File: src/include/srap_pkg.sv
// package for the serial register access port: frame layout, register map, timing
// Behaviour
// - host holds select low through every access
// - device samples serial input on rising shift clock
// - plain access is exactly 24 bits
// - all fields shift most significant bit first
// - first bit one reads, zero writes
// - next fifteen bits carry register address
// - write stores last eight bits into register
// - read ignores last eight, returns register data
// - serial output driven only during read data
// - streaming continues data bytes while select low
// - address steps by one per further byte
// - direction bits at offset zero pick up/down
// - address-hold bit stops address stepping
// - host never accesses during converter calibration; the host checks i_cal_busy only before it starts a frame
// - multi-byte values least significant byte lowest
package srap_pkg;
    localparam int          SRAP_ADDR_W      = 15;
    localparam int          SRAP_DATA_W      = 8;
    localparam int          SRAP_HDR_BITS    = 16;
    localparam int          SRAP_FRAME_BITS  = 24;
    localparam int          SRAP_REG_DEPTH   = 32;
    // register offsets and field positions
    localparam logic [14:0] SRAP_CFG_A_OFS    = 15'h0000;
    localparam logic [14:0] SRAP_USER_CFG_OFS = 15'h0010;
    localparam int          SRAP_ASC_BIT_HI   = 5;
    localparam int          SRAP_ASC_BIT_LO   = 2;
    localparam int          SRAP_HOLD_BIT     = 0;
    localparam logic [7:0]  SRAP_CFG_A_RST    = 8'h3C;
    localparam logic [7:0]  SRAP_USER_CFG_RST = 8'h00;
    localparam logic [7:0]  SRAP_OTHER_RST    = 8'h00;
    // host shift clock: half period in reference clocks
    localparam int          SRAP_SCLK_HALF    = 16;
    typedef enum logic [1:0] {
        SRAP_H_IDLE = 2'b00,
        SRAP_H_LOW  = 2'b01,
        SRAP_H_HIGH = 2'b11,
        SRAP_H_DONE = 2'b10
    } srap_hstate_t;
    // step address up, down or not at all
    function automatic logic [14:0] srap_step(input logic [14:0] a, input logic asc,
                                              input logic hold);
        if (hold) begin
            return a;
        end else if (asc) begin
            return a + 15'h0001;
        end
        return a - 15'h0001;
    endfunction
endpackage

File: src/include/srap_if.sv
// interface joining host and device of the serial register access port
`timescale 1ns/1ps
interface srap_if;
    logic sclk;
    logic select_n_pin;
    logic serial_in_pin;
    logic serial_out_pin;
    logic serial_out_oe;
    modport dev (
        input  sclk,
        input  select_n_pin,
        input  serial_in_pin,
        output serial_out_pin,
        output serial_out_oe
    );
    modport host (
        output sclk,
        output select_n_pin,
        output serial_in_pin,
        input  serial_out_pin,
        input  serial_out_oe
    );
endinterface

File: src/rtl/srap_dev.sv
// device end: serial register access port with a small register file
`timescale 1ns/1ps
module srap_dev
    import srap_pkg::*;
#(
    parameter int DEPTH = SRAP_REG_DEPTH
) (
    input  wire logic        i_ref_clk,
    input  wire logic        i_nrst,
    srap_if.dev              lnk,
    output logic             o_wr_pulse,
    output logic [14:0]      o_wr_addr,
    output logic [7:0]       o_wr_data,
    output logic             o_busy
);
    // three-stage samplers, change accepted when stages two and three agree
    logic [2:0]  sclk_s_ff;
    logic [2:0]  sel_s_ff;
    logic [2:0]  sdi_s_ff;
    logic        sclk_q_ff;
    logic        sel_q_ff;
    logic        sdi_q_ff;
    logic [4:0]  cnt_ff;
    logic [14:0] addr_ff;
    logic        rd_ff;
    logic        strm_ff;
    logic [7:0]  sh_ff;
    logic [7:0]  tx_ff;
    logic        oe_ff;
    logic        wpulse_ff;
    logic [14:0] waddr_ff;
    logic [7:0]  wdata_ff;
    logic [7:0]  mem_ff [DEPTH];

    always_ff @(posedge i_ref_clk or negedge i_nrst) begin
        if (!i_nrst) begin
            sclk_s_ff <= 3'b000;
            sel_s_ff  <= 3'b111;
            sdi_s_ff  <= 3'b000;
            sclk_q_ff <= 1'b0;
            sel_q_ff  <= 1'b1;
            sdi_q_ff  <= 1'b0;
        end else begin
            sclk_s_ff <= {sclk_s_ff[1:0], lnk.sclk};
            sel_s_ff  <= {sel_s_ff[1:0], lnk.select_n_pin};
            sdi_s_ff  <= {sdi_s_ff[1:0], lnk.serial_in_pin};
            if (sclk_s_ff[1] == sclk_s_ff[2]) begin
                sclk_q_ff <= sclk_s_ff[2];
            end
            if (sel_s_ff[1] == sel_s_ff[2]) begin
                sel_q_ff <= sel_s_ff[2];
            end
            if (sdi_s_ff[1] == sdi_s_ff[2]) begin
                sdi_q_ff <= sdi_s_ff[2];
            end
        end
    end

    // sdi filtered by the same delay as sclk, so setup at the pin carries over
    wire         rise     = (sclk_s_ff[1] == sclk_s_ff[2]) && sclk_s_ff[2] && !sclk_q_ff;
    wire         fall     = (sclk_s_ff[1] == sclk_s_ff[2]) && !sclk_s_ff[2] && sclk_q_ff;
    wire         active   = !sel_q_ff;
    wire         sdi_now  = (sdi_s_ff[1] == sdi_s_ff[2]) ? sdi_s_ff[2] : sdi_q_ff;
    wire         bit_in   = rise && active;
    wire [7:0]   nxt_sh   = {sh_ff[6:0], sdi_now};
    wire         hdr_end  = bit_in && !strm_ff && (cnt_ff == 5'(SRAP_HDR_BITS - 1));
    wire         byte_end = bit_in && (strm_ff ? (cnt_ff[2:0] == 3'd7)
                                               : (cnt_ff == 5'(SRAP_FRAME_BITS - 1)));
    wire [7:0]   cfg_a    = mem_ff[SRAP_CFG_A_OFS[4:0]];
    wire [7:0]   ucfg     = mem_ff[SRAP_USER_CFG_OFS[4:0]];
    wire         asc      = cfg_a[SRAP_ASC_BIT_HI] | cfg_a[SRAP_ASC_BIT_LO];
    wire         hold     = ucfg[SRAP_HOLD_BIT];
    wire [14:0]  hdr_addr = {addr_ff[14:8], sh_ff[6:0], sdi_now};
    wire         in_map   = (addr_ff < 15'(DEPTH));
    wire [7:0]   rd_data  = (hdr_addr < 15'(DEPTH)) ? mem_ff[hdr_addr[4:0]] : 8'h00;
    wire [14:0]  nxt_addr = srap_step(addr_ff, asc, hold);
    // next streamed byte loaded on the fall, so output never moves while clock high
    wire [7:0]   cur_rd   = in_map ? mem_ff[addr_ff[4:0]] : 8'h00;

    always_ff @(posedge i_ref_clk or negedge i_nrst) begin
        if (!i_nrst) begin
            cnt_ff    <= 5'h00;
            addr_ff   <= 15'h0000;
            rd_ff     <= 1'b0;
            strm_ff   <= 1'b0;
            sh_ff     <= 8'h00;
            tx_ff     <= 8'h00;
            oe_ff     <= 1'b0;
            wpulse_ff <= 1'b0;
            waddr_ff  <= 15'h0000;
            wdata_ff  <= 8'h00;
        end else begin
            wpulse_ff <= 1'b0;
            if (!active) begin
                cnt_ff  <= 5'h00;
                strm_ff <= 1'b0;
                oe_ff   <= 1'b0;
            end else if (bit_in) begin
                sh_ff  <= nxt_sh;
                cnt_ff <= byte_end ? 5'h00 : cnt_ff + 5'h01;
                if (!strm_ff && cnt_ff == 5'h00) begin
                    rd_ff <= sdi_now;
                end
                if (!strm_ff && cnt_ff == 5'h07) begin
                    addr_ff[14:8] <= nxt_sh[6:0];
                end
                if (!strm_ff && cnt_ff == 5'h0F) begin
                    addr_ff[7:0] <= nxt_sh;
                end
                if (hdr_end && rd_ff) begin
                    tx_ff <= rd_data;
                end
                if (byte_end) begin
                    strm_ff <= 1'b1;
                    addr_ff <= nxt_addr;
                    if (!rd_ff && in_map) begin
                        wpulse_ff <= 1'b1;
                        waddr_ff  <= addr_ff;
                        wdata_ff  <= nxt_sh;
                    end
                end
            end else if (fall) begin
                // data changes on falling edge, host samples on rising
                oe_ff <= rd_ff && (strm_ff || cnt_ff >= 5'(SRAP_HDR_BITS));
                if (oe_ff && cnt_ff != 5'h00) begin
                    tx_ff <= {tx_ff[6:0], 1'b0};
                end else if (rd_ff && strm_ff && cnt_ff == 5'h00) begin
                    tx_ff <= cur_rd;
                end
            end
        end
    end

    // mem write stays apart so a reset value per cell is set
    always_ff @(posedge i_ref_clk or negedge i_nrst) begin
        if (!i_nrst) begin
            for (int i = 0; i < DEPTH; i++) begin
                mem_ff[i] <= SRAP_OTHER_RST;
            end
            mem_ff[SRAP_CFG_A_OFS[4:0]]    <= SRAP_CFG_A_RST;
            mem_ff[SRAP_USER_CFG_OFS[4:0]] <= SRAP_USER_CFG_RST;
        end else if (wpulse_ff) begin
            mem_ff[waddr_ff[4:0]] <= wdata_ff;
        end
    end

    assign lnk.serial_out_pin = oe_ff & tx_ff[7];
    assign lnk.serial_out_oe  = oe_ff;
    assign o_wr_pulse         = wpulse_ff;
    assign o_wr_addr          = waddr_ff;
    assign o_wr_data          = wdata_ff;
    assign o_busy             = active;
endmodule

File: src/flat_wrapper.sv
// flat-port wrapper written by rule: the top's interface ports become plain ports
module srap_dev_flat import srap_pkg::*;
#(
    parameter int DEPTH = SRAP_REG_DEPTH
)
  (i_ref_clk, i_nrst, o_wr_pulse, o_wr_addr, o_wr_data, o_busy, lnk_sclk, lnk_select_n_pin, lnk_serial_in_pin, lnk_serial_out_pin, lnk_serial_out_oe);
  srap_if lnk_i ();
  input  wire logic i_ref_clk;
  input  wire logic i_nrst;
  output logic o_wr_pulse;
  output logic [14:0] o_wr_addr;
  output logic [7:0] o_wr_data;
  output logic o_busy;
  input wire logic [$bits(lnk_i.sclk)-1:0] lnk_sclk;
  input wire logic [$bits(lnk_i.select_n_pin)-1:0] lnk_select_n_pin;
  input wire logic [$bits(lnk_i.serial_in_pin)-1:0] lnk_serial_in_pin;
  output wire logic [$bits(lnk_i.serial_out_pin)-1:0] lnk_serial_out_pin;
  output wire logic [$bits(lnk_i.serial_out_oe)-1:0] lnk_serial_out_oe;
  assign lnk_i.sclk = lnk_sclk;
  assign lnk_i.select_n_pin = lnk_select_n_pin;
  assign lnk_i.serial_in_pin = lnk_serial_in_pin;
  assign lnk_serial_out_pin = lnk_i.serial_out_pin;
  assign lnk_serial_out_oe = lnk_i.serial_out_oe;
  srap_dev #(.DEPTH(DEPTH)) u_core (.i_ref_clk(i_ref_clk), .i_nrst(i_nrst), .lnk(lnk_i), .o_wr_pulse(o_wr_pulse), .o_wr_addr(o_wr_addr), .o_wr_data(o_wr_data), .o_busy(o_busy));
endmodule
File: config.mk
export PLATFORM = sky130hd
export DESIGN_NAME = srap_dev_flat
export DESIGN_NICKNAME = d
export VERILOG_FILES = /design/src/include/srap_pkg.sv /design/src/include/srap_if.sv /design/src/rtl/srap_dev.sv /design/src/flat_wrapper.sv
export SDC_FILE = /design/constraint.sdc
export NUM_CORES = 1
export LEC_CHECK = 0
export BUFFER_PORTS_ARGS = -buffer_cell sky130_fd_sc_hd__buf_2
export CELL_PAD_IN_SITES_DETAIL_PLACEMENT = 2
export CELL_PAD_IN_SITES_GLOBAL_PLACEMENT = 2
export CORE_MARGIN = 1.5
export CORE_UTILIZATION = 45
export DETAILED_ROUTE_END_ITERATION = 12
export GPL_TIMING_DRIVEN = 0
export PLACE_DENSITY = 0.84
export SYNTH_ARGS = -nofsm -noshare
export SYNTH_HDL_FRONTEND = slang
export SYNTH_SLANG_ARGS = --single-unit
File: constraint.sdc
create_clock -name i_ref_clk -period 4.6 [get_ports i_ref_clk]
set_clock_uncertainty 0.2 [all_clocks]
set_input_delay 0.69 -clock i_ref_clk [delete_from_list [all_inputs] [get_ports i_ref_clk]]
set_output_delay 0.69 -clock i_ref_clk [all_outputs]
set_load 0.03 [all_outputs]
==> flow_summary_export.csv, run 1 <==
group,metric,value,unit
synthesis,synth_most_common_cell,"dfrtp_1",
sta,setup_viol_count_final,0,
sta,tightest_slew,1.512,ns
sta,fin_crit,4.029,ns
grt,met2_usage,57.34,%
drt,drt_iter0_drc,1642,
layout,fin_area,19880,um^2
sta,rsz0062_at_grt,"no",
placed_design,gp_congestion,0.9447,
worst_setup_path,cp_max_fo,10,
synthesis,synthCells,1360,
layout,nets,1462,
worst_setup_path,max_stage_delay,0.54,ns
layout,fin_util,51.44,%
worst_setup_path,start_kind,"register",
sta,whs,0.02618,ns
power_and_ir_drop,switching_share,29.24,%
sta,slew_violations,9,
power_and_ir_drop,power.total,7.294,mW
synthesis,yosys_register_bits,330,
drt,routed_wl,73.00,mm
synthesis,netlist_top_cells_area,"dfrtp_1, mux2_2, mux4_2",
power_and_ir_drop,leakage,9.009,nW
power_and_ir_drop,power_density,366.9,nW/um^2
synthesis,synth_cell_types,79,
grt,met3_usage,10.29,%
worst_setup_path,crit_path_cell_trace,"buf_2, buf_4, buf_2, mux4_2, mux2i_1, a21oi_1, a22oi_1, nand3b_1, o32a_1",
synthesis,synth_edf_count,0,
synthesis,ys.flop_type,"dfrtp_1",
clock_tree,clock_sinks,330,
synthesis,ys_seq_area_share,46.89,%
worst_setup_path,critPathSlowestCell,"buf_2",
sta,fin_ws,0.5706,ns
synthesis,synth.top_cell.area_share,45.70,%
drt,viasPerCell,6.946,
grt,grt_max_degree,114,
die,die_area,40380,um^2
layout,drive_gt1_share,34.74,%
placed_design,portBuffers,31,
synthesis,synthArstFlopShare,100.0,%
sta,hold_viol_final,0,
synthesis,synth_nets,1385,
grt,grt.busiest_layer,"met2",
synthesis,netlist_area,17630,um^2
drt,num_vias,13781,
grt,gr-total-overflow,0,
grt,met1_usage,44.19,%
clock_tree,ctsHoldBuffers,1,
synthesis,syn-mean-instance-area,12.97,um^2
worst_setup_path,crit_type,"reg2reg",
sta,finalCritPeriodShare,87.59,%
clock_tree,path_clk_slew,0.06,ns
clock_tree,root_buffer,"clkbuf_16",
die,io_pins,32,
grt,grt_antenna_before_repair,3,
die,rows,72,
die,initial_core_util,45.63,%
outcome,status,"complete, but fails checks",
worst_setup_path,cpMostUsedCell,"buf_2",
power_and_ir_drop,pwr-share-comb,13.8,%
placed_design,dpl-instance-area,18550,um^2
worst_setup_path,arrival,4.27,ns
synthesis,yosysTopAreaCell,"dfrtp_1",
power_and_ir_drop,seq_power_share,41.5,%
placed_design,dp_slack,0.8936,ns
die,core,38650,um^2
placed_design,hpwl,49.46,mm
run,drv_cap,1,
grt,grt_pass1_wl,107.9,mm
die,die_w,201.0,um
placed_design,dpl.cell_count,1913,
die,die_height,201.0,um
clock_tree,cts_made_buffers,39,
drt,postRouteAntennaNets,0,
hold_path,hp-class,"in2reg",
worst_setup_path,cp.required,4.84,ns
clock_tree,cts_buffer_depth,3,
outcome,violations,"capacitance limit, slew limit",
clock_tree,cts_tree,"built",
synthesis,ys_warn_count,0,
clock_tree,cts_max_level,2,
drt,dr.pass1.iters,5,
layout,area_growth,12.74,%
synthesis,synth_top_cells_by_count,"dfrtp_1, mux2_2, mux4_2, nand2_1, nor2_1",
drt,avgRoutedWirePerCell,36.79,um
worst_setup_path,cp-end-kind,"register",
power_and_ir_drop,internal_power,5.161,mW
clock_tree,post_cts_buffers,0,
sta,tns,0,ns
grt,grt_pass1_vias,15581,
clock_tree,postCtsResizedCells,0,
sta,clock.fmax,248.2,MHz
layout,fin_cells,1984,
power_and_ir_drop,p_switching,2.133,mW
clock_tree,clk_latency,0.58,ns
sta,relSlewSlack,-1.187,%
power_and_ir_drop,vdd_drop_max,0.0002575,V
power_and_ir_drop,clkPwrFrac,44.7,%
drt,drc,0,
grt,grt_usage,36.77,%
[path summary, 6_finish.rpt]
kind	from	to	slack [ns]	cells after the start
max	u_core.addr_ff[1]	u_core.tx_ff[4]	0.57	9
min	lnk_serial_in_pin	u_core.sdi_s_ff[0]	0.03	1
max reg2reg	u_core.addr_ff[1]	u_core.tx_ff[4]	0.57	9
min reg2reg	u_core.sel_s_ff[0]	u_core.sel_s_ff[1]	0.15	0
max in group asynchronous	i_nrst	u_core.mem_ff[172]	2.21	4
min in group asynchronous	i_nrst	u_core.o_wr_addr[6]	0.55	2
[area by class of cell]
type                       instances  area [um^2]
fill                            3609        18770
multi-input combinational        926         8848
sequential                       330         8268
clock buffer                      59         1194
tap                              518        648.1
buffer                            94        486.7
timing repair buffer              36        269.0
clock inverter                    10        125.1
inverter                          10        37.54
antenna                            1        2.502
[cell usage in the layout, fill, tap and decap left out, types with 8 or more instances in the layout]
master     Yosys  layout
clkbuf_1      57      65
mux2_2       264     264
mux2i_1       32      32
a2111oi_0      9       9
buf_2         13      43
dfstp_2        8       8
clkbuf_8       0      10
o21ai_1       13      13
nand3b_1       8       8
o211ai_1       8       8
a21o_1        11      11
clkbuf_16      0      41
xnor2_1       10      10
inv_1          8       8
nand2_1       88      88
o22ai_1       14      14
nor2b_1       30      30
nor2_1        67      66
o221ai_1      11      11
dfrtp_1      322     322
nor3_1        12      11
nand3_1        8       8
a211oi_1      20      20
o21ai_0       31      31
buf_6          9      10
mux2_1        18      18
ha_1          19      19
mux4_2        90      90
a21oi_1       49      49
[state kept, by name, indices dropped and copies added (netlist names)]
name	cells
u_core.addr_ff	15
u_core.o_wr_addr	15
u_core.strm_ff	1
u_core.lnk.serial_out_oe	1
u_core.sdi_q_ff	1
u_core.o_wr_data	8
u_core.o_wr_pulse	1
u_core.mem_ff	240
u_core.cnt_ff	5
u_core.ucfg	8
u_core.sclk_s_ff	3
u_core.rd_ff	1
u_core.sel_s_ff	3
u_core.sdi_s_ff	3
u_core.tx_ff	8
u_core.sh_ff	7
u_core.cfg_a	8
u_core.sclk_q_ff	1
u_core.sel_q_ff	1
[kinds of logic after synthesis]
kind of cell | share of synthesized area, %
XOR/XNOR | 0.5960
flip-flops | 46.89
adder cells (fa/ha/maj) | 1.519
AND/OR/NAND/NOR | 7.287
AO/OA/AOI/OAI | 8.373
buffers and inverters | 2.973
multiplexers | 32.36
[power groups by stage]
stage,combinational (mW),clock [mW],sequential [mW]
3_3_place_gp,0.861,0,3.07
2_1_floorplan,0.477,0,3.04
3_5_place_dp,0.915,0,3.07
6_report,1.01,3.26,3.03
4_1_cts,0.942,3.30,3.02
5_1_grt,1.02,3.39,3.02
[metal layers]
metal | vias to the layer above | wire (um)
li1 | 5297 | -
met1 | 7275 | 27370
met2 | 864 | 33510
met3 | 343 | 6387
met4 | 2 | 5722
met5 | - | 12
[worst max-delay path: cells and delay by family (launching register included)]
kind	cells	cell delay [ns]
AOI/OAI and AO/OA	3	0.73
buffers and inverters	3	1.39
DFF	1	0.50
muxes	2	0.96
and+or+nand+nor	1	0.11
Power figures use the tool's default switching activity.
==> run 2: changes to the inputs <==
Settings changed: ABC_AREA set to 1, CORE_UTILIZATION 45 to 37.
==> run 2 against run 1 <==
  * The flow now finishes without violations
  * Non-clock buffer count increased by 90
  * Critical path depth did not move
  * Worst hold slack gained 0.12 ns
  * Power rose by 11%
  * Sequential cell count unchanged
  * Routed wire length up 38%
  * Cell area increased by 6.1%
  * First-iteration DRC count is 22% higher
  * Highest routed layer unchanged
==> flow_summary_export.csv, run 2 <==
group,metric,value,unit
grt,grt_antenna_before_repair,3,
worst_setup_path,timing.rr.start,"u_core.sclk_s_ff[1]",
synthesis,synthCells,2542,
worst_setup_path,critPathSlowestCell,"nor4_1",
sta,fin_crit,3.389,ns
worst_setup_path,cp_max_fo,8,
power_and_ir_drop,clkPwrFrac,44.5,%
synthesis,netlist_area,18470,um^2
sta,hold_viol_final,0,
synthesis,synth_top_cells_by_count,"nand2_1, nand3_1, dfrtp_1, o21ai_0, inv_1",
power_and_ir_drop,power_density,384.8,nW/um^2
clock_tree,cts_tree,"built",
power_and_ir_drop,p_switching,2.646,mW
clock_tree,cts_made_buffers,41,
sta,setup_viol_count_final,0,
drt,drc,0,
grt,grt_max_degree,98,
synthesis,yosys_register_bits,330,
power_and_ir_drop,pwr-share-comb,18.5,%
placed_design,gp_congestion,1.017,
drt,num_vias,20379,
worst_setup_path,r2r-end,"u_core.tx_ff[4]",
synthesis,yosysTopAreaCell,"dfrtp_1",
layout,largest_register_ffs,240,
sta,finalCritPeriodShare,73.67,%
clock_tree,clock_sinks,330,
synthesis,synthArstFlopShare,100.0,%
power_and_ir_drop,vdd_drop_max,0.0003436,V
layout,fin_area,21080,um^2
worst_setup_path,crit_type,"reg2reg",
power_and_ir_drop,power.total,8.112,mW
sta,clock.fmax,295.1,MHz
sta,relSlewSlack,9.869,%
grt,grt_usage,39.74,%
clock_tree,cts_max_level,2,
power_and_ir_drop,switching_share,32.61,%
layout,drive_gt1_share,9.409,%
hold_path,hold_depth,0,
grt,grt_pass1_wl,147.3,mm
sta,slew_violations,0,
worst_setup_path,cp-end-kind,"register",
drt,dr.pass1.iters,8,
worst_setup_path,arrival,3.71,ns
layout,regMostFlops,"u_core.mem_ff",
die,io_pins,32,
synthesis,ys.flop_type,"dfrtp_1",
drt,viasPerCell,6.135,
die,core,49050,um^2
power_and_ir_drop,internal_power,5.467,mW
die,die_area,51270,um^2
sta,rsz0062_at_grt,"no",
synthesis,syn-mean-instance-area,7.266,um^2
outcome,status,"finished clean",
worst_setup_path,cpMostUsedCell,"nor2_1",
clock_tree,path_clk_slew,0.06,ns
drt,routed_wl,100.4,mm
worst_setup_path,r2r_setup_slack,1.21,ns
die,die_height,226.4,um
clock_tree,cts_buffer_depth,3,
worst_setup_path,cp.required,4.92,ns
layout,final_common_cell,"nand2_1",
grt,grt_pass1_vias,21971,
power_and_ir_drop,seq_power_share,36.9,%
layout,fin_util,42.98,%
synthesis,synth_nets,2567,
drt,avgRoutedWirePerCell,30.22,um
worst_setup_path,max_stage_delay,1.09,ns
layout,area_growth,14.15,%
placed_design,dpl-instance-area,19570,um^2
hold_path,hold_path_end,"u_core.sdi_s_ff[1]",
synthesis,synth_edf_count,0,
worst_setup_path,ff2ff_path_depth,9,
worst_setup_path,crit_path_cell_trace,"ha_1, nand2_1, nor2_4, inv_2, nor4_1, nand2_1, nor2_1, nor2_1, nor2_1",
die,initial_core_util,37.65,%
synthesis,netlist_top_cells_area,"dfrtp_1, nand2_1, nand3_1",
grt,gr-total-overflow,0,
clock_tree,postCtsResizedCells,0,
drt,drt_iter0_drc,2003,
clock_tree,root_buffer,"clkbuf_16",
die,rows,81,
hold_path,hp-start,"u_core.sdi_s_ff[0]",
layout,nets,2649,
clock_tree,clk_latency,0.60,ns
clock_tree,post_cts_buffers,0,
placed_design,portBuffers,31,
die,die_w,226.4,um
drt,postRouteAntennaNets,0,
synthesis,ys_warn_count,0,
sta,whs,0.1499,ns
synthesis,ys_seq_area_share,44.76,%
placed_design,hpwl,72.52,mm
run,drv_cap,0,
worst_setup_path,start_kind,"register",
synthesis,synth_cell_types,43,
sta,tightest_slew,1.340,ns
hold_path,hp-class,"reg2reg",
power_and_ir_drop,leakage,9.214,nW
synthesis,synth.top_cell.area_share,43.63,%
layout,final_cell_mix,"nand2_1, nand3_1, dfrtp_1, o21ai_0, inv_1",
synthesis,synth_most_common_cell,"nand2_1",
-- run 2: cell types whose count changed in the layout (fill, tap and decap cells not counted), moves of 14 or more --
cell,previous run,this run
a211oi_1,20,1
nor2_1,66,84
nor2b_1,30,0
mux4_2,90,0
nand2_1,88,800
nand3_1,8,558
mux2i_1,32,0
inv_1,8,115
a21oi_1,49,66
mux2_2,264,0
buf_4,7,21
mux2_1,18,0
o21ai_0,31,268
buf_2,43,99
-- run 2: cell type report --
class,instances,area (um^2)
Sequential cell,330,8268
Tap cell,664,830.8
Clock buffer,53,1141
Inverter,133,499.2
Clock inverter,23,335.3
Buffer,181,919.6
Antenna cell,1,2.502
Timing Repair Buffer,39,299.0
Multi-Input combinational cell,1898,8788
Fill cell,5803,27970
-- run 2: how the worst max path moves through the flow --
stage,from,end,slack [ns],cells after the start
after floorplan,u_core.cfg_a[5],u_core.addr_ff[10],1.53,12
after global placement,i_nrst,u_core.mem_ff[216],-3.86,1
after detailed placement,u_core.ucfg[0],u_core.addr_ff[8],1.36,11
after CTS,u_core.ucfg[0],u_core.addr_ff[8],1.27,11
after global routing,u_core.ucfg[0],u_core.addr_ff[8],1.06,11
final,u_core.sclk_s_ff[1],u_core.tx_ff[4],1.21,9
-- run 2: cell families after synthesis --
family | after synthesis | synth area share [%]
AO/OA/AOI/OAI | 386 | 10.87
buffers and inverters | 314 | 7.682
flip-flops | 330 | 44.76
adder cells (fa/ha/maj) | 21 | 1.450
AND/OR/NAND/NOR | 1487 | 35.05
XOR/XNOR | 4 | 0.1897
-- run 2: power by group through the flow --
stage | combinational, mW | clock, mW | sequential (mW)
2_1_floorplan | 0.755 | 0 | 3.03
3_3_place_gp | 1.37 | 0 | 3.04
3_5_place_dp | 1.41 | 0 | 3.04
4_1_cts | 1.43 | 3.64 | 2.99
5_1_grt | 1.56 | 3.75 | 3.00
6_report | 1.50 | 3.61 | 2.99
-- run 2: critical path, delay by kind of cell, from the launching register on --
family,cells,cell delay (ns)
buffers and inverters,1,0.16
AND/OR/NAND/NOR,7,2.42
adder cells (fa/ha/maj),1,0.16
flip-flops,1,0.38
-- run 2: per-stage QoR --
step	worst slack (ns)	instances	TNS (ns)
5_1_grt	1.064	3321	0
4_1_cts	1.271	3321	0
6_report	1.211	3322	0
2_1_floorplan	1.531	2542	0
3_5_place_dp	1.360	3241	0
3_3_place_gp	-3.855	3237	-1241.68
-- run 2: per-layer routing --
layer	global-route usage, %	wire (um)	vias up	share of wire (%)
li1	-	-	8601	-
met1	51.68	41590	10457	41
met2	61.13	44110	1029	44
met3	8.280	8405	290	8.4
met4	23.16	6265	2	6.2
met5	0	17	-	0.017
-- run 2: timing repair --
item	in CTS	in global routing
hold buffers	4	0
setup endpoints to repair	0	0
endpoints found under the hold margin	79	0
==> run 3: changes to the inputs <==
Settings changed: CORE_UTILIZATION 37 to 34, PLACE_DENSITY 0.84 to 0.81.
Clock period 4.6 ns to 2.9 ns, I/O delays scaled along.
==> run 3 against run 2 <==
  * The run now ends with setup timing left
  * Global-route usage shrank 4.2 points
  * Non-clock buffer count grew 2
  * Sequential cell count did not move
  * Power is 58% higher
  * Sequential power up 59%
  * Final cell count rose by 0.96%
  * Die area grew 8.7%
  * Critical path depth rose by 1
  * Via count is 0.31% lower
  * Clock power is 57% higher
  * Sequential share of layout area is 0.12 points lower
==> flow_summary_export.csv, run 3 (synthesized netlist as in run 2, its figures left out) <==
group,metric,value,unit
drt,drt_iter0_drc,1986,
outcome,status,"complete, but fails checks",
layout,area_growth,14.52,%
drt,dr.pass1.iters,6,
placed_design,portBuffers,31,
clock_tree,cts_buffer_depth,3,
grt,grt_pass1_wl,145.3,mm
worst_setup_path,cp_num_cells,10,
sta,setup_viol_count_final,2,
power_and_ir_drop,leakage,9.234,nW
worst_setup_path,ff2ff_path_depth,10,
worst_setup_path,cp.buffers_inverters,3,
grt,grt_usage,35.56,%
die,initial_core_util,34.39,%
outcome,violations,"setup timing",
layout,final_common_cell,"nand2_1",
worst_setup_path,timing.rr.start,"u_core.sh_ff[0]",
worst_setup_path,crit_end,"u_core.tx_ff[1]",
sta,hold_viol_final,0,
grt,grt_pass1_vias,21698,
clock_tree,path_clk_slew,0.07,ns
worst_setup_path,cp.required,3.20,ns
clock_tree,root_buffer,"clkbuf_16",
worst_setup_path,cp-startpoint,"u_core.sh_ff[0]",
die,die_w,236.1,um
hold_path,hp-class,"reg2reg",
layout,largest_register_ffs,240,
grt,grt_antenna_before_repair,0,
grt,grt_max_degree,120,
worst_setup_path,max_stage_delay,0.75,ns
drt,viasPerCell,6.057,
placed_design,dpl-instance-area,19570,um^2
sta,fin_crit,2.946,ns
run,drv_cap,0,
drt,routed_wl,99.76,mm
worst_setup_path,cp-end-kind,"register",
clock_tree,clock_sinks,330,
drt,drc,0,
worst_setup_path,start_kind,"register",
clock_tree,cts_max_level,2,
die,die_height,236.1,um
die,die_area,55730,um^2
layout,nets,2651,
power_and_ir_drop,vdd_drop_max,0.0005144,V
worst_setup_path,critPathSlowestCell,"buf_1",
worst_setup_path,cp_max_fo,10,
layout,antenna_cells,0,
layout,fin_area,21150,um^2
worst_setup_path,crit_type,"reg2reg",
layout,final_cell_mix,"nand2_1, nand3_1, dfrtp_1, o21ai_0, inv_1",
clock_tree,clk_latency,0.60,ns
placed_design,hpwl,72.24,mm
sta,finalCritPeriodShare,101.6,%
sta,clock.fmax,339.4,MHz
layout,regMostFlops,"u_core.mem_ff",
clock_tree,cts_tree,"built",
worst_setup_path,crit_path_cell_trace,"buf_2, inv_2, buf_1, nand3_1, nand3_1, nand3_1, a21oi_1, nor2_1, nor2_1, nor2_1",
sta,tns,-0.07129,ns
sta,fin_ws,-0.04626,ns
power_and_ir_drop,power_density,604.8,nW/um^2
clock_tree,cts_made_buffers,41,
hold_path,hold_depth,0,
grt,gr-total-overflow,0,
sta,tightest_slew,1.209,ns
sta,slew_violations,0,
worst_setup_path,critPathTopFamily,"buffers and inverters",
worst_setup_path,r2r_setup_slack,-0.05,ns
sta,whs,0.1557,ns
die,rows,85,
layout,fin_util,39.39,%
placed_design,gp_congestion,0.9811,
drt,avgRoutedWirePerCell,29.74,um
die,core,53710,um^2
drt,num_vias,20315,
layout,fillers,6220,
worst_setup_path,r2r-end,"u_core.tx_ff[1]",
layout,drive_gt1_share,10.05,%
worst_setup_path,arrival,3.24,ns
sta,relSlewSlack,19.38,%
drt,postRouteAntennaNets,0,
power_and_ir_drop,power.total,12.79,mW
die,io_pins,32,
[run 3: metal layers]
layer	track usage, %	up-vias	wire [um]
met5	0	-	0
met4	19.06	0	5914
met3	6.343	291	8182
met2	56.13	947	44930
met1	46.40	10481	40730
li1	-	8596	-
[run 3: cell type report]
class	count	area, um^2	share of cell area [%]
flip-flops and latches	330	8269	39.09
multi-input cells	1898	8827	41.73
plain buffers	181	935.9	4.424
inverters	133	503.0	2.378
clock buffers	54	1145	5.412
clock inverters	21	299.0	1.414
repair buffers	41	302.8	1.431
well taps	696	870.8	4.117
[run 3: worst min-delay path by stage]
stage / startpoint / endpoint / slack [ns]
5_1_grt: u_core.sel_s_ff[0] / u_core.sel_s_ff[1] / 0.17
6_report: u_core.sclk_s_ff[0] / u_core.sclk_s_ff[1] / 0.16
3_3_place_gp: u_core.sdi_s_ff[0] / u_core.sdi_s_ff[1] / 0.13
2_1_floorplan: i_nrst / u_core.addr_ff[0] / -0.06
3_5_place_dp: u_core.sclk_s_ff[0] / u_core.sclk_s_ff[1] / 0.14
4_1_cts: u_core.sclk_s_ff[0] / u_core.sclk_s_ff[1] / 0.15
[run 3: metrics by stage]
step	instances	setup WS, ns
finish	3354	-0.04626
floorplan	2542	0.2571
global placement	3269	-5.362
detailed placement	3271	-0.7673
CTS	3353	0.03335
global route	3354	-0.02641
[run 3: power by group]
group	internal (mW)	switching (mW)
registers	4.69	0.0531
clock network	3.34	2.31
logic	0.552	1.85
[run 3: repair_timing]
item,4_1_cts,5_1_grt
endpoints found under the hold margin,99,0
hold buffers,4,0
setup endpoints to repair,18,20
setup buffers,3,1
gates resized for setup,3,32
pin swaps,1,0
